## src/verilog/aps_pkg.sv

```systemverilog
// Package of constants and codes for the alarm and pump-down supervisor.
// Functional notes
// - Pump-down relay logic acts only when pump-down enabled and output logic is 1.
// - Demand on energises relay; off waits low pressure and delay; alarm drops it at once.
// - Pressure transmitter fault signals relay, closes valve, clears automatically.
// - Coil sensor fault signals relay only, valve untouched, clears automatically.
// - Discharge sensor fault alarms and signals only when monitoring is enabled.
// - Battery mode 1 shows code; 2 adds relay and close; 3 blinks, latches.
// - Pump-down failure blinks code, signals relay, needs manual reset.
// - Freeze mode 1 closes valve, auto reset; mode 2 blinks, signals, latches.
// - Low superheat mode 1 closes valve; mode 2 blinks, signals, latches.
// - Low pressure mode 1 closes valve; mode 2 blinks, signals, latches.
// - Display range error shows its code only, clearing by itself.
// - Show highest-priority alarm only; parameters return when all alarms clear.
// - Show three dashes at start-up and whenever display data is absent and no alarm is active.
// - Temporary display requests are refused while any alarm is active.
// - Temporary display shows identifier for one second, then the value.
// - After five minutes temporary display returns to the permanent selection.
package aps_pkg;
  localparam int CLOCK_HZ = 100_000_000;
  localparam int IDENT_TIME_MS = 1000;
  localparam int TEMP_TIME_MIN = 5;
  localparam int IDENT_CYCLES = CLOCK_HZ / 1000 * IDENT_TIME_MS;
  localparam longint TEMP_CYCLES = longint'(CLOCK_HZ) * 60 * TEMP_TIME_MIN;
  localparam int PD_DELAY_UNIT_MS = 1000;
  localparam int PD_DELAY_UNIT_CYCLES = CLOCK_HZ / 1000 * PD_DELAY_UNIT_MS;
  localparam int BLINK_TIME_MS = 500;
  localparam int BLINK_CYCLES = CLOCK_HZ / 1000 * BLINK_TIME_MS;

  localparam logic [1:0] OUT_LOGIC_PUMPDOWN = 2'h1;

  // Alarm indices, lowest index wins the display
  localparam int NUM_ALARMS = 9;
  localparam int AL_PRESSURE = 0;
  localparam int AL_COIL = 1;
  localparam int AL_DISCHARGE = 2;
  localparam int AL_BATTERY = 3;
  localparam int AL_PUMPDOWN = 4;
  localparam int AL_FREEZE = 5;
  localparam int AL_LOWSH = 6;
  localparam int AL_LOWPRESS = 7;
  localparam int AL_RANGE = 8;

  // Display symbol codes driven to the display unit
  typedef enum logic [3:0] {
    aps_code_value = 4'h0,
    aps_code_dashes = 4'h1,
    aps_code_ident = 4'h2,
    pressure_sensor_fault_code = 4'h3,
    coil_sensor_fault_code = 4'h4,
    discharge_sensor_fault_code = 4'h5,
    battery_fault_code = 4'h6,
    pumpdown_fail_code = 4'h7,
    freeze_alarm_code = 4'h8,
    low_superheat_code = 4'h9,
    low_pressure_code = 4'hA,
    display_range_error_code = 4'hB
  } aps_code_t;

  localparam aps_code_t ALARM_CODE [NUM_ALARMS] = '{
    pressure_sensor_fault_code, coil_sensor_fault_code, discharge_sensor_fault_code,
    battery_fault_code, pumpdown_fail_code, freeze_alarm_code, low_superheat_code,
    low_pressure_code, display_range_error_code};

  typedef enum logic [1:0] {
    aps_disp_perm = 2'h0,
    aps_disp_ident = 2'h1,
    aps_disp_temp = 2'h3
  } aps_disp_t;
endpackage

```

## src/verilog/aps_pumpdown.sv

```systemverilog
// Pump-down relay sequencer.
`timescale 1ns/10ps
`default_nettype none
module aps_pumpdown
  import aps_pkg::*;
(
  input wire logic clock, // System clock
  input wire logic rst, // Asynchronous reset
  input wire logic active, // Pump-down behaviour selected
  input wire logic demand, // Synchronised cooling demand
  input wire logic below_cutout, // Suction pressure under cut-out
  input wire logic alarm_drop, // Any alarm forcing release
  input wire logic [7:0] delay_sec, // Pump-down delay in seconds
  output logic relay // Pump-down relay energised
);
  logic [31:0] tick_cnt;
  logic [7:0] sec_cnt;

  always_ff @(posedge clock or posedge rst) begin
    if (rst) begin
      tick_cnt <= 32'h0;
      sec_cnt <= 8'h0;
    end else if (!relay || demand || !below_cutout) begin
      tick_cnt <= 32'h0;
      sec_cnt <= 8'h0;
    end else if (tick_cnt == 32'(PD_DELAY_UNIT_CYCLES - 1)) begin
      tick_cnt <= 32'h0;
      if (sec_cnt != 8'hFF) begin
        sec_cnt <= sec_cnt + 8'h1;
      end
    end else begin
      tick_cnt <= tick_cnt + 32'h1;
    end
  end

  always_ff @(posedge clock or posedge rst) begin
    if (rst) begin
      relay <= 1'b0;
    end else if (!active) begin
      relay <= 1'b0;
    end else if (alarm_drop) begin
      relay <= 1'b0;
    end else if (demand) begin
      relay <= 1'b1;
    end else if (below_cutout && sec_cnt >= delay_sec) begin
      relay <= 1'b0;
    end
  end
endmodule
`default_nettype wire

```

## src/verilog/aps_supervisor.sv

```systemverilog
// Alarm, pump-down and local display supervisor.
`timescale 1ns/10ps
`default_nettype none
module aps_supervisor
  import aps_pkg::*;
#(
  parameter longint TEMP_LIMIT = TEMP_CYCLES, // Temporary display time
  parameter int IDENT_LIMIT = IDENT_CYCLES, // Identifier display time
  parameter int BLINK_LIMIT = BLINK_CYCLES // Half period of blinking codes
)(
  input wire logic clock, // System clock
  input wire logic rst, // Asynchronous reset
  input wire logic cooling_demand, // Demand input pin, high at 24V
  input wire logic pressure_sensor_fault, // Transmitter signal invalid
  input wire logic coil_sensor_fault, // Coil-out sensor fault
  input wire logic discharge_sensor_fault, // Discharge sensor fault
  input wire logic battery_fault, // Battery fault
  input wire logic freeze_cond, // Freeze protection tripped
  input wire logic low_superheat_cond, // Superheat under 0,5K
  input wire logic low_pressure_cond, // Low pressure tripped
  input wire logic below_cutout, // Suction pressure under cut-out
  input wire logic pumpdown_fail_cond, // Pressure not reaching set-point
  input wire logic range_error, // Display data out of range
  input wire logic display_data_valid, // Data available for display
  input wire logic manual_reset, // Manual alarm reset pulse
  input wire logic temp_request, // Request temporary display pulse
  input wire logic [2:0] temp_select, // Value chosen for temporary display
  input wire logic [2:0] perm_select, // Permanent display selection
  input wire logic pump_down_enable, // Pump-down enable setting
  input wire logic [1:0] output_logic_select, // Output logic setting
  input wire logic [7:0] pump_down_delay, // Pump-down delay, seconds
  input wire logic [1:0] freeze_alarm_mode, // Freeze alarm mode
  input wire logic [1:0] low_superheat_alarm_mode, // Low superheat alarm mode
  input wire logic [1:0] low_pressure_alarm_mode, // Low pressure alarm mode
  input wire logic [1:0] battery_fault_mode, // Battery fault mode
  input wire logic discharge_sensor_monitor, // Monitor discharge sensor
  output logic alarm_relay, // Alarm relay signalling
  output logic valve_close, // Force valve fully closed
  output logic pump_down_relay, // Pump-down relay energised
  output logic [3:0] display_code, // Symbol shown on display
  output logic display_blink, // Shown code blinks
  output logic [2:0] display_select // Value or identifier selected
);
  // Input pins arrive asynchronously; two flops before use, except temp_request which is used directly
  localparam int NIN = 13;
  logic [NIN-1:0] in_raw, in_s1, in_s2;
  assign in_raw = {cooling_demand, pressure_sensor_fault, coil_sensor_fault,
                   discharge_sensor_fault, battery_fault, freeze_cond, low_superheat_cond,
                   low_pressure_cond, below_cutout, pumpdown_fail_cond, range_error,
                   display_data_valid, manual_reset};
  always_ff @(posedge clock or posedge rst) begin
    if (rst) begin
      in_s1 <= '0;
      in_s2 <= '0;
    end else begin
      in_s1 <= in_raw;
      in_s2 <= in_s1;
    end
  end
  logic demand_s, press_f, coil_f, disch_f, batt_f, freeze_c, lowsh_c, lowp_c;
  logic cutout_s, pdfail_c, range_s, data_s, mreset_s;
  assign {demand_s, press_f, coil_f, disch_f, batt_f, freeze_c, lowsh_c, lowp_c,
          cutout_s, pdfail_c, range_s, data_s, mreset_s} = in_s2;

  logic mreset_d;
  logic mreset_pulse;
  always_ff @(posedge clock or posedge rst) begin
    if (rst) begin
      mreset_d <= 1'b0;
    end else begin
      mreset_d <= mreset_s;
    end
  end
  assign mreset_pulse = mreset_s && !mreset_d;

  logic pd_active;
  assign pd_active = pump_down_enable && (output_logic_select == OUT_LOGIC_PUMPDOWN);

  // Per-alarm raw condition, latching choice, relay, valve and pump-down effects
  logic [NUM_ALARMS-1:0] cond, latching, sig, close, pd_off, blink;
  always_comb begin
    cond = '0;
    latching = '0;
    sig = '0;
    close = '0;
    pd_off = '0;
    blink = '0;
    cond[AL_PRESSURE] = press_f;
    sig[AL_PRESSURE] = 1'b1;
    close[AL_PRESSURE] = 1'b1;
    cond[AL_COIL] = coil_f;
    sig[AL_COIL] = 1'b1;
    cond[AL_DISCHARGE] = disch_f && discharge_sensor_monitor;
    sig[AL_DISCHARGE] = 1'b1;
    cond[AL_BATTERY] = batt_f && (battery_fault_mode != 2'h0);
    sig[AL_BATTERY] = battery_fault_mode >= 2'h2;
    close[AL_BATTERY] = battery_fault_mode >= 2'h2;
    latching[AL_BATTERY] = battery_fault_mode == 2'h3;
    blink[AL_BATTERY] = battery_fault_mode == 2'h3;
    cond[AL_PUMPDOWN] = pdfail_c && pd_active;
    sig[AL_PUMPDOWN] = 1'b1;
    latching[AL_PUMPDOWN] = 1'b1;
    blink[AL_PUMPDOWN] = 1'b1;
    cond[AL_FREEZE] = freeze_c && (freeze_alarm_mode != 2'h0);
    close[AL_FREEZE] = freeze_alarm_mode == 2'h1;
    sig[AL_FREEZE] = freeze_alarm_mode == 2'h2;
    pd_off[AL_FREEZE] = freeze_alarm_mode == 2'h2;
    latching[AL_FREEZE] = freeze_alarm_mode == 2'h2;
    blink[AL_FREEZE] = freeze_alarm_mode == 2'h2;
    cond[AL_LOWSH] = lowsh_c && (low_superheat_alarm_mode != 2'h0);
    close[AL_LOWSH] = low_superheat_alarm_mode == 2'h1;
    sig[AL_LOWSH] = low_superheat_alarm_mode == 2'h2;
    pd_off[AL_LOWSH] = low_superheat_alarm_mode == 2'h2;
    latching[AL_LOWSH] = low_superheat_alarm_mode == 2'h2;
    blink[AL_LOWSH] = low_superheat_alarm_mode == 2'h2;
    cond[AL_LOWPRESS] = lowp_c && (low_pressure_alarm_mode != 2'h0);
    close[AL_LOWPRESS] = low_pressure_alarm_mode == 2'h1;
    sig[AL_LOWPRESS] = low_pressure_alarm_mode == 2'h2;
    pd_off[AL_LOWPRESS] = low_pressure_alarm_mode == 2'h2;
    latching[AL_LOWPRESS] = low_pressure_alarm_mode == 2'h2;
    blink[AL_LOWPRESS] = low_pressure_alarm_mode == 2'h2;
    cond[AL_RANGE] = range_s;
  end

  // Manual-reset alarms stay latched until reset with the cause gone;
  // a condition still present at reset keeps the latch (set wins)
  logic [NUM_ALARMS-1:0] held;
  genvar gi;
  generate
    for (gi = 0; gi < NUM_ALARMS; gi++) begin : g_latch
      always_ff @(posedge clock or posedge rst) begin
        if (rst) begin
          held[gi] <= 1'b0;
        end else if (cond[gi] && latching[gi]) begin
          held[gi] <= 1'b1;
        end else if (mreset_pulse || !latching[gi]) begin
          held[gi] <= 1'b0;
        end
      end
    end
  endgenerate

  logic [NUM_ALARMS-1:0] active_al;
  assign active_al = cond | held;
  logic any_alarm;
  // Range error is an indication only and does not count as an alarm condition
  assign any_alarm = |(active_al & ~(NUM_ALARMS'(1) << AL_RANGE));

  always_ff @(posedge clock or posedge rst) begin
    if (rst) begin
      alarm_relay <= 1'b0;
      valve_close <= 1'b0;
    end else begin
      alarm_relay <= |(active_al & sig);
      valve_close <= |(active_al & close);
    end
  end

  aps_pumpdown u_pumpdown (
    .clock(clock),
    .rst(rst),
    .active(pd_active),
    .demand(demand_s),
    .below_cutout(cutout_s),
    .alarm_drop(any_alarm || |(active_al & pd_off)),
    .delay_sec(pump_down_delay),
    .relay(pump_down_relay)
  );

  // Highest-priority active alarm: lowest index
  logic [3:0] top_idx;
  logic top_any;
  always_comb begin
    top_idx = 4'h0;
    top_any = 1'b0;
    for (int i = NUM_ALARMS - 1; i >= 0; i--) begin
      if (active_al[i]) begin
        top_idx = 4'(i);
        top_any = 1'b1;
      end
    end
  end

  // Temporary display sequencer
  aps_disp_t disp_state;
  logic [38:0] disp_cnt;
  logic [2:0] temp_sel_q;
  always_ff @(posedge clock or posedge rst) begin
    if (rst) begin
      disp_state <= aps_disp_perm;
      disp_cnt <= '0;
      temp_sel_q <= 3'h0;
    end else begin
      unique case (disp_state)
        aps_disp_perm: begin
          disp_cnt <= '0;
          if (temp_request && !top_any) begin
            disp_state <= aps_disp_ident;
            temp_sel_q <= temp_select;
          end
        end
        aps_disp_ident: begin
          if (disp_cnt == 39'(IDENT_LIMIT - 1)) begin
            disp_state <= aps_disp_temp;
            disp_cnt <= '0;
          end else begin
            disp_cnt <= disp_cnt + 39'h1;
          end
        end
        aps_disp_temp: begin
          if (disp_cnt == 39'(TEMP_LIMIT - 1)) begin
            disp_state <= aps_disp_perm;
          end else begin
            disp_cnt <= disp_cnt + 39'h1;
          end
        end
      endcase
    end
  end

  // Blink phase runs freely; blinking codes share one rate
  logic [31:0] blink_cnt;
  logic blink_phase;
  always_ff @(posedge clock or posedge rst) begin
    if (rst) begin
      blink_cnt <= 32'h0;
      blink_phase <= 1'b0;
    end else if (blink_cnt == 32'(BLINK_LIMIT - 1)) begin
      blink_cnt <= 32'h0;
      blink_phase <= !blink_phase;
    end else begin
      blink_cnt <= blink_cnt + 32'h1;
    end
  end

  logic [3:0] next_code;
  logic [2:0] next_select;
  logic next_blink;
  always_comb begin
    next_code = aps_code_value;
    next_select = perm_select;
    next_blink = 1'b0;
    if (top_any) begin
      next_code = ALARM_CODE[top_idx];
      next_blink = blink[top_idx] && blink_phase;
    end else if (!data_s) begin
      next_code = aps_code_dashes;
    end else if (disp_state == aps_disp_ident) begin
      next_code = aps_code_ident;
      next_select = temp_sel_q;
    end else if (disp_state == aps_disp_temp) begin
      next_select = temp_sel_q;
    end
  end

  always_ff @(posedge clock or posedge rst) begin
    if (rst) begin
      display_code <= aps_code_dashes;
      display_select <= 3'h0;
      display_blink <= 1'b0;
    end else begin
      display_code <= next_code;
      display_select <= next_select;
      display_blink <= next_blink;
    end
  end
endmodule
`default_nettype wire

```

## config.mk

```make
export PLATFORM = sky130hd
export DESIGN_NAME = aps_supervisor
export DESIGN_NICKNAME = d
export VERILOG_FILES = /design/src/verilog/aps_pkg.sv /design/src/verilog/aps_pumpdown.sv /design/src/verilog/aps_supervisor.sv
export SDC_FILE = /design/constraint.sdc
export NUM_CORES = 1
export LEC_CHECK = 0
export ABC_AREA = 0
export BUFFER_PORTS_ARGS = -buffer_cell sky130_fd_sc_hd__buf_2
export CORE_MARGIN = 2
export CORE_UTILIZATION = 41
export CTS_CLUSTER_SIZE = 14
export DETAILED_ROUTE_END_ITERATION = 7
export GPL_TIMING_DRIVEN = 1
export HOLD_SLACK_MARGIN = 0.02
export SYNTH_ARGS = -nofsm -noshare
export SYNTH_HDL_FRONTEND = slang
export SYNTH_HIERARCHICAL = 1
export SYNTH_SLANG_ARGS = --single-unit
```

## constraint.sdc

```tcl
create_clock -name clock -period 3.5 [get_ports clock]
set_input_delay 0.175 -clock clock [delete_from_list [all_inputs] [get_ports clock]]
set_output_delay 0.175 -clock clock [all_outputs]
set_load 0.01 [all_outputs]
```

==> results of run 1 <==
## Yosys cell counts, types with 5 or more instances
library cell	instances
nor4_1	16
ha_1	14
a21oi_1	32
nor2_1	89
inv_1	31
xor2_1	47
nand3_1	48
buf_2	6
nand2b_1	6
dfrtp_1	159
or4_1	9
nor2b_1	6
and3_1	14
o21ai_0	27
nand2_1	63
mux2_2	6
and4_1	8
or3_1	18
xnor2_1	28
or2_2	5
nand4_1	39
o31ai_1	5
nor3_1	16
buf_4	5
## final cells by class
type                       instances  area share
timing repair buffer              86      0.0624
clock buffer                      17      0.0463
tap                              234      0.0319
inverter                          31      0.0129
sequential                       160       0.436
multi-input combinational        570       0.392
clock inverter                    15      0.0181
## through the flow
step           setup slack [ns]  power, mW
2_1_floorplan             0.169       2.06
3_3_place_gp              0.961       2.13
3_5_place_dp              0.918       2.13
4_1_cts                   0.896       4.02
5_1_grt                   0.748       4.12
6_report                  0.918       3.97
## routing by layer
metal / share of wire / vias up / GRT usage
li1: - / 2966 / -
met1: 0.48 / 2888 / 0.243
met2: 0.48 / 98 / 0.293
met3: 0.030 / 13 / 0.0360
met4: 0.0091 / 0 / 0.0495
met5: 0 / - / 0
## report_power, final
part | total, mW | internal (mW) | switching (mW)
clock network | 1.85 | 1.02 | 0.834
logic | 0.209 | 0.0803 | 0.129
registers | 1.90 | 1.88 | 0.0199
total | 3.97 | 2.98 | 0.983
## cell families (layout without fill, tap and decap cells)
family                     Yosys count  after routing  share of synthesized area
and+or+nand+nor                    379            379                      0.268
DFF                                160            160                      0.511
xor gates and xnor gates            75             75                     0.0839
AOI/OAI and AO/OA                   93             93                     0.0722
muxes                                9              9                     0.0125
buffers and inverters               49            149                     0.0297
adders and majority gates           14             14                     0.0224
## flip-flops by register name, indices dropped and copies added (netlist names), 4 cells and up
| name | flops |
|---|---|
| u_pumpdown/sec_cnt | 8 |
| blink_cnt | 32 |
| display_code | 4 |
| disp_cnt | 39 |
| held | 5 |
| u_pumpdown/tick_cnt | 32 |
| in_s2 | 13 |
| in_s1 | 13 |
## critical path, delay by kind of cell, from the launching register on
family | cells | cell delay (ns)
flip-flops | 1 | 0.45
AND/OR/NAND/NOR | 5 | 1.98
## how the worst max path moves through the flow
stage | start | slack (ns) | to
after floorplan | rst | 0.17 | alarm_relay$_DFF_PP0_
after global placement | u_pumpdown/tick_cnt[19]$_DFF_PP0_ | 0.96 | u_pumpdown/tick_cnt[23]$_DFF_PP0_
final | u_pumpdown/tick_cnt[19]$_DFF_PP0_ | 0.92 | u_pumpdown/tick_cnt[28]$_DFF_PP0_
after CTS | u_pumpdown/tick_cnt[19]$_DFF_PP0_ | 0.90 | u_pumpdown/tick_cnt[31]$_DFF_PP0_
after global routing | u_pumpdown/tick_cnt[19]$_DFF_PP0_ | 0.75 | u_pumpdown/tick_cnt[25]$_DFF_PP0_
after detailed placement | u_pumpdown/tick_cnt[19]$_DFF_PP0_ | 0.92 | u_pumpdown/tick_cnt[31]$_DFF_PP0_
==> key figures, run 1 <==
Timing
  – RSZ-0062 raised after global routing: false
  – Achievable clock frequency: slightly below 400 MHz
  – Final TNS setup: 0 ns
  – Final Max Tran Viols: 0
  – Slew HR: 0.405
  – Worst hold margin: 0.0501 ns
  – Final period util: 0.738
  – Clock skew: 0.00957 ns
  – Fin. Hold Viols: 0
  – Worst Max-Slew Pin Slew: 0.885 ns
  – Final critical-path required period: 2.58 ns
  – Final setup fails: 0

Yosys
  – Synth cell types: 63
  – Ys flop type: dfrtp_1
  – Synth Area per Inst: 10.1 µm²
  – FFs w/ async S/R, synth: 1.00
  – Seq cells post-synth: 160
  – Post-Synthesis Cell Area: 7830 µm²
  – Area leader, netlist: dfrtp_1
  – Yosys Warn Count: 6
  – Yosys top cell area share: 0.508
  – Seq/Total Area, Yosys: 0.511
  – Post-synth EDFFs: 0
  – Post-Syn Instances: 779
  – Syn nets: between 800 and 900
  – Top post-synthesis cells by area: dfrtp_1, xor2_1, nor2_1, xnor2_1, nand4_1

CTS
  – CTS root buffer: clkbuf_16
  – # Post-CTS Setup Buffers: 0
  – Clock Sinks: 160
  – H-tree lvl count: 4
  – Post-CTS sizing: 0
  – Clock transition at the registers of the reported paths: 0.07 ns
  – CTS tree: built
  – Number of buffers created by CTS: 17
  – CTS Buffer Depth: 2
  – Hold Buf Count CTS: 23
  – Worst-Skew Late Latency: between 0.4 and 0.5 ns

Critical path
  – CP endpoint kind: register
  – CP required: 3.79 ns
  – Reg2reg start: u_pumpdown/tick_cnt[19]$_DFF_PP0_
  – CP cell instances: or4_4, nor4_4, nand3_1, nand2_2, nor2_1
  – Reg2reg path depth: 5
  – Max FO, Critical Path: 28
  – CP max stage delay: around 0.58 ns
  – Setup CP Type: register to register
  – RR Endpoint: u_pumpdown/tick_cnt[28]$_DFF_PP0_
  – R2R Setup Slk: 0.92 ns
  – Slowest CP cell: nand2_2
  – Crit path DAT: 2.87 ns
  – CP Launch Type: register

Floorplanning
  – DIE HEIGHT: 142 µm
  – I/O pins: 53
  – DIE AREA: 20,200 µm²
  – Core Area: 18,700 µm²
  – Row count: 50
  – Initial core utilization: 0.419
  – Die X: 142 µm

Drt
  – Avg WL per Cell: 15.2 µm
  – Via Count: approximately 6,000
  – Remaining antenna violation count: 0
  – DRC: 0
  – First-pass DRT Iterations: 5
  – Initial drt markers: 339
  – Post-DR vias/cell: 5.36
  – DRT Wirelength: 17,000 µm

Placed design
  – HPWL Detailed: 11,900 µm
  – Placer's final routability congestion estimate: about 0.84
  – Inst Count DP: between 1,000 and 1,500
  – IO Port Bufs: 52
  – Post-DP Area: 8360 µm²

GRT
  – Vias in the first global route: 5,848
  – Overflow after GRT: 0
  – Gr usage total: 0.179
  – Pin count of the biggest net entering global routing: 63
  – Global-route wire length before repair: 28,900 µm
  – Initial antenna violation count: 0

Final layout
  – Ratio of cells with drive above 1 in the final layout: 0.151
  – Most common cell after layout, fill and taps aside: dfrtp_1
  – P&R area growth vs syn: 17.2%
  – Register area: 4010 µm²
  – # diodes: 0
  – Area of the multi-input gates: 3600 µm²
  – Design Area, Final: about 9200 µm²
  – Post-Layout Cell Count: 1,113
  – Most frequent cells in the layout: dfrtp_1, nor2_1, nand2_1
  – Fill count: 1,730
  – Final net count: between 900 and 1,000
  – Core Util, Final: 0.491

Job
  – Max Cap Viol: 0

Pwr
  – Power density cells: 432 nW/µm²
  – Worst vdd ir: 0.350 mV
  – Leakage: 3.85 nW

Status
  – Status: finished, final reports clean

Worst hold path
  – Hold/Removal Path Class: primary input to register
  – HP Start: low_superheat_alarm_mode[0]
  – Worst hold path endpoint: valve_close$_DFF_PP0_
  – Hold Path Depth: 3
Note: power is estimated with default switching activity, not from simulation.
==> run 2, diff against run 1 <==
--- a/config.mk
+++ b/config.mk
@@ -5,7 +5,7 @@
 export SDC_FILE = /design/constraint.sdc
 export NUM_CORES = 1
 export LEC_CHECK = 0
-export ABC_AREA = 0
+export ABC_AREA = 1
 export BUFFER_PORTS_ARGS = -buffer_cell sky130_fd_sc_hd__buf_2
 export CORE_MARGIN = 2
 export CORE_UTILIZATION = 41
==> constraint.sdc (replaced) <==
create_clock -name clock -period 2.29 [get_ports clock]
set_input_delay 0.1145 -clock clock [delete_from_list [all_inputs] [get_ports clock]]
set_output_delay 0.1145 -clock clock [all_outputs]
set_load 0.01 [all_outputs]
==> run 2 against run 1 <==
Combinational power up 25%. Largest cell class is now multi-input combinational cells. Count of clock-buffer cells in the layout is 1 higher. Die area grew 16%. Synthesized cell count up 54%. Clock skew decreased by 0.0011 ns.
==> key figures, run 2 <==
Yosys
  – Synth Area per Inst: 7.59 µm²
  – Post-Syn Instances: between 1,000 and 1,500
  – Top post-synthesis cells by area: dfrtp_1, nand2_1, nor2_1, inv_1, nand3_1
  – Syn nets: 1,256
  – Seq/Total Area, Yosys: 0.440
  – FFs w/ async S/R, synth: 1.00
  – Yosys Warn Count: 6
  – Area leader, netlist: dfrtp_1
  – Ys flop type: dfrtp_1
  – Post-synth EDFFs: 0
  – Post-Synthesis Cell Area: 9100 µm²
  – Yosys top cell area share: 0.437
  – Most frequent cells after synthesis: nand2_1, nor2_1, inv_1, dfrtp_1, nand3_1
  – Synth cell types: 46
  – Most common cell in the netlist: nand2_1
  – Seq cells post-synth: 160

Final layout
  – Reg with most FFs: disp_cnt
  – Most frequent cells in the layout: nand2_1, nor2_1, inv_1
  – Biggest registers after layout: disp_cnt: 39 flops, blink_cnt: 32 flops, u_pumpdown/tick_cnt: 32 flops
  – Final net count: 1,354
  – # diodes: 0
  – Max reg flops: 39
  – Ratio of cells with drive above 1 in the final layout: 0.116
  – P&R area growth vs syn: 16.6%
  – Fill count: 2,145
  – Design Area, Final: between 10,000 and 15,000 µm²
  – Post-Layout Cell Count: 1,591
  – Most common cell after layout, fill and taps aside: nand2_1
  – Core Util, Final: 0.486

GRT
  – Pin count of the biggest net entering global routing: 63
  – Vias in the first global route: ~7,700
  – Overflow after GRT: 0
  – Gr usage total: 0.198
  – Initial antenna violation count: 0
  – Global-route wire length before repair: roughly 38,000 µm

Placed design
  – HPWL Detailed: approximately 17,000 µm
  – Post-DP Area: 9710 µm²
  – IO Port Bufs: 52
  – Inst Count DP: 1,529
  – Pre-CTS setup slack: roughly 0.22 ns
  – Placer's final routability congestion estimate: 0.958

Pwr
  – Sw Share: 0.247
  – Net Switching: 1.50 mW
  – Clock power frac: 0.481
  – Overall Power: between 6 and 7 mW
  – Gate power share: 0.043
  – Internal power: approximately 4.6 mW
  – Power density cells: around 570 nW/µm²
  – Leakage: 4.82 nW
  – Part of the power in registers: 0.476
  – Worst vdd ir: 0.397 mV

CTS
  – CTS root buffer: clkbuf_16
  – Clock Sinks: 160
  – CTS tree: built
  – Clock transition at the registers of the reported paths: 0.07 ns
  – Number of buffers created by CTS: 17
  – CTS Buffer Depth: 2
  – # Post-CTS Setup Buffers: 0
  – H-tree lvl count: 4
  – Worst-Skew Late Latency: 0.44 ns

Drt
  – Post-DR vias/cell: 4.94
  – Via Count: 7,852
  – DRC: 0
  – First-pass DRT Iterations: 5
  – Remaining antenna violation count: 0
  – Initial drt markers: 576
  – DRT Wirelength: 22,400 µm
  – Avg WL per Cell: 14.1 µm

Status
  – Status: finished, final reports clean

Floorplanning
  – Core Area: around 22,000 µm²
  – Initial core utilization: 0.417
  – DIE HEIGHT: 153 µm
  – Row count: 54
  – I/O pins: 53
  – Die X: 153 µm
  – DIE AREA: ~23,000 µm²

Critical path
  – Max FO, Critical Path: 3
  – R2R Setup Slk: 0.22 ns
  – CP Launch Type: primary input
  – CP required: roughly 2.6 ns
  – CP max stage delay: 0.56 ns
  – CP most frequent cell: dlygate4sd3_1
  – CP endpoint kind: register
  – Slowest CP cell: dlygate4sd3_1
  – CP cell instances: dlygate4sd3_1, buf_2, o21ai_0, nand2_1, nand3_1, dlygate4sd3_1, nand4_1, dlygate4sd3_1
  – Crit path DAT: 2.53 ns
  – Setup CP Type: primary input to register

Timing
  – Final TNS setup: 0 ns
  – Fin. Hold Viols: 0
  – Worst hold margin: 0.0602 ns
  – Achievable clock frequency: between 400 and 500 MHz
  – Final period util: 0.966
  – Clock skew: 0.00847 ns
  – Setup ws final: 0.0773 ns
  – Slew HR: 0.624
  – Final Max Tran Viols: 0
  – Final critical-path required period: approximately 2.2 ns
  – RSZ-0062 raised after global routing: false
  – Worst Max-Slew Pin Slew: 0.564 ns
  – Final setup fails: 0

Worst hold path
  – Hold/Removal Path Class: primary input to register

Job
  – Max Cap Viol: 0
## run 2: cell types whose count changed after synthesis, sizes merged, moves of 6 or more
cell   before  now
and4        8    0
nand3      48   83
inv        31  181
or3        22    0
nor2b       6    0
nor3       17   44
xnor2      28    8
o21ai      27   35
nor2       89  233
and3       16    0
or4        12    0
nand2      64  274
mux2        6    0
buf        14    5
## run 2: power by group through the flow
stage	combinational, mW	clock [mW]	sequential [mW]
detailed placement	0.227	0	2.94
CTS	0.267	2.96	2.88
global route	0.300	3.10	2.89
finish	0.262	2.91	2.88
global placement	0.224	0	2.94
floorplan	0.117	0	2.94
## run 2: critical path, delay by kind of cell
| family | cells | cell delay, ns |
|---|---|---|
| AOI/OAI and AO/OA | 1 | 0.29 |
| and+or+nand+nor | 3 | 0.34 |
| buffers and inverters | 4 | 1.80 |
## run 2: kinds of logic after synthesis
group | after synthesis | share of synthesized area
compound gates | 80 | 0.0464
xor+xnor | 54 | 0.0519
fa+ha+maj | 14 | 0.0192
buf+inv | 191 | 0.0837
flops | 160 | 0.440
simple gates | 701 | 0.359
## run 2: final timing paths
| path | from | end | cells past startpoint |
|---|---|---|---|
| worst max-delay path | low_pressure_alarm_mode[0] | valve_close$_DFF_PP0_ | 8 |
| worst min-delay path | output_logic_select[0] | held[4]$_DFFE_PP0P_ | 5 |
| worst max register to register | disp_cnt[0]$_DFFE_PP0P_ | disp_cnt[30]$_DFFE_PP0P_ | 10 |
| worst min register to register | in_s1[11]$_DFF_PP0_ | in_s2[11]$_DFF_PP0_ | 0 |
| max in group asynchronous | rst | disp_cnt[25]$_DFFE_PP0P_ | 4 |
| min in group asynchronous | rst | display_select[0]$_DFF_PP0_ | 3 |
## run 2: area by class of cell
cell class                      count  area (µm²)  area share
Clock inverter                     14         159      0.0150
Tap cell                          280         350      0.0330
Timing Repair Buffer               87         623      0.0587
Sequential cell                   160        4010       0.377
Inverter                          183         696      0.0655
Multi-Input combinational cell    849        4340       0.409
Clock buffer                       18         439      0.0414
## run 2: routing by layer
layer,up-vias,track usage,share of wire
met5,-,0,0
met4,0,0.0591,0.015
met3,35,0.0352,0.038
met2,179,0.322,0.47
met1,3622,0.271,0.48
li1,4016,-,-
## run 2: repair_timing
action	4_1_cts	5_1_grt
hold buffers	29	1
endpoints found under the setup margin	0	5
resized for setup	0	1
endpoints found under the hold margin	84	1
==> run 3, diff against run 2 <==
--- a/config.mk
+++ b/config.mk
@@ -7,12 +7,15 @@
 export LEC_CHECK = 0
 export ABC_AREA = 1
 export BUFFER_PORTS_ARGS = -buffer_cell sky130_fd_sc_hd__buf_2
+export CAP_MARGIN = 5
 export CORE_MARGIN = 2
 export CORE_UTILIZATION = 41
+export CTS_BUF_LIST = sky130_fd_sc_hd__clkbuf_8
 export CTS_CLUSTER_SIZE = 14
 export DETAILED_ROUTE_END_ITERATION = 7
 export GPL_TIMING_DRIVEN = 1
 export HOLD_SLACK_MARGIN = 0.02
+export PLACE_DENSITY_LB_ADDON = 0.15
 export SYNTH_ARGS = -nofsm -noshare
 export SYNTH_HDL_FRONTEND = slang
 export SYNTH_HIERARCHICAL = 1
==> run 3 against run 2 <==
Register-to-register slack worse by 0.02 ns. Worst setup slack better by 0.027 ns. Utilization down 0.73 points. Sequential power about the same. Worst hold slack worse by 0.026 ns.
==> key figures, run 3 (synthesized netlist as in run 2, its figures left out) <==
Status
  – Status: finished, final reports clean

Final layout
  – Most frequent cells in the layout: nand2_1, nor2_1, inv_1
  – Design Area, Final: 10,500 µm²
  – Ratio of cells with drive above 1 in the final layout: 0.116
  – Core Util, Final: 0.479
  – P&R area growth vs syn: 14.8%
  – Post-Layout Cell Count: 1,594
  – Fill count: 2,175
  – Most common cell after layout, fill and taps aside: nand2_1
  – Max reg flops: 39
  – Reg with most FFs: disp_cnt
  – Final net count: 1,357
  – Biggest registers after layout: disp_cnt: 39 flops, blink_cnt: 32 flops, u_pumpdown/tick_cnt: 32 flops
  – Area of the multi-input gates: 4340 µm²
  – # diodes: 0
  – Register area: 4010 µm²

Floorplanning
  – Initial core utilization: 0.417
  – DIE HEIGHT: 153 µm
  – Row count: 54
  – Die X: 153 µm
  – I/O pins: 53
  – DIE AREA: 23,400 µm²
  – Core Area: 21,800 µm²

Placed design
  – Pre-CTS setup slack: 0.249 ns
  – Post-DP Area: roughly 9700 µm²
  – Placer's final routability congestion estimate: 0.892
  – Inst Count DP: 1,531
  – IO Port Bufs: 52
  – HPWL Detailed: 16,800 µm

Timing
  – Final Max Tran Viols: 0
  – Slew HR: 0.488
  – Clock skew: 0.0189 ns
  – Final TNS setup: 0 ns
  – Final period util: 0.955
  – Final setup fails: 0
  – Setup ws final: 0.104 ns
  – Final critical-path required period: 2.19 ns
  – Fin. Hold Viols: 0
  – Achievable clock frequency: 457 MHz
  – RSZ-0062 raised after global routing: false
  – Worst Max-Slew Pin Slew: 0.767 ns

CTS
  – # Post-CTS Setup Buffers: 0
  – CTS Buffer Depth: 2
  – H-tree lvl count: 4
  – Post-CTS sizing: 0
  – Clock transition at the registers of the reported paths: around 0.10 ns
  – Hold Buf Count CTS: 31
  – Clock Sinks: 160
  – CTS root buffer: clkbuf_8
  – Number of buffers created by CTS: 17
  – CTS tree: built
  – Worst-Skew Late Latency: 0.46 ns

Critical path
  – CP most frequent cell: dlygate4sd3_1
  – Buffers & Inverters on Critical Path: 4
  – CP cell instances: dlygate4sd3_1, buf_2, o21ai_0, nand2_1, nand3_1, dlygate4sd3_1, nand4_1, dlygate4sd3_1
  – Max FO, Critical Path: 3
  – Crit path DAT: 2.53 ns
  – CP endpoint kind: register
  – CP Launch Type: primary input
  – Top delay family on crit path: buffers and inverters
  – CP required: between 2 and 3 ns
  – CP max stage delay: between 0.5 and 0.6 ns
  – Setup CP Type: primary input to register
  – Slowest CP cell: dlygate4sd3_1

GRT
  – Vias in the first global route: 7,704
  – Overflow after GRT: 0
  – Pin count of the biggest net entering global routing: between 40 and 50
  – Gr usage total: 0.196
  – Initial antenna violation count: 0
  – Global-route wire length before repair: ~37,000 µm

Drt
  – WL met1: 10,700 µm
  – Remaining antenna violation count: 0
  – First-pass DRT Iterations: 5
  – Initial drt markers: 504
  – Detail Route met2 WL: between 10,000 and 15,000 µm
  – Avg WL per Cell: ~14 µm
  – DRC: 0
  – DR top layer: met4
  – Post-DR vias/cell: between 4 and 5
  – DRT Wirelength: ~22,000 µm
  – Via Count: around 7,900
  – Metal3 WL: 740 µm

Pwr
  – Leakage: 4.74 nW
  – Worst vdd ir: 0.331 mV
  – Power density cells: around 500 nW/µm²

Worst hold path
  – Hold/Removal Path Class: primary input to register

Job
  – Max Cap Viol: 0
## run 3: worst reg2reg max path, stage by stage (launching register included)
cell and delay (ns):
dfrtp_1 0.37, o21ai_0 0.14, nand2_1 0.16, nand3_1 0.11, dlygate4sd3_1 0.55, nand4_1 0.09
dlygate4sd3_1 0.57
## run 3: path summary, 6_finish.rpt
check | to | cells after the start | slack [ns] | start
setup / recovery | valve_close$_DFF_PP0_ | 8 | 0.10 | low_pressure_alarm_mode[0]
hold / removal | held[4]$_DFFE_PP0P_ | 5 | 0.03 | output_logic_select[0]
setup reg to reg | valve_close$_DFF_PP0_ | 6 | 0.20 | in_s2[5]$_DFF_PP0_
hold reg to reg | in_s2[1]$_DFF_PP0_ | 0 | 0.35 | in_s1[1]$_DFF_PP0_
max in group asynchronous | disp_cnt[3]$_DFFE_PP0P_ | 4 | 1.26 | rst
min in group asynchronous | u_pumpdown/relay$_DFFE_PP0P_ | 3 | 0.33 | rst
## run 3: area by class of cell
class,instances,share of cell area
Multi-Input combinational cell,849,0.415
Sequential cell,160,0.383
Inverter,183,0.0665
Timing Repair Buffer,90,0.0632
Tap cell,280,0.0335
Clock buffer,17,0.0224
Clock inverter,15,0.0165
## run 3: routing by layer
layer | vias up | track usage
met1 | 3742 | 0.270
met3 | 21 | 0.0335
met2 | 146 | 0.322
met5 | - | 0
met4 | 0 | 0.0507
li1 | 4039 | -
## run 3: stage by stage
step	power [mW]	hold slack (ns)
3_3_place_gp	3.16	0.223
4_1_cts	5.40	0.0244
3_5_place_dp	3.17	0.224
5_1_grt	5.56	0.0304
6_report	5.32	0.0339
2_1_floorplan	3.06	0.146
## run 3: power by group
part | switching, mW | internal, mW
Sequential | 0.0160 | 2.87
Clock | 1.17 | 1.01
Combinational | 0.152 | 0.113
Total | 1.33 | 3.98
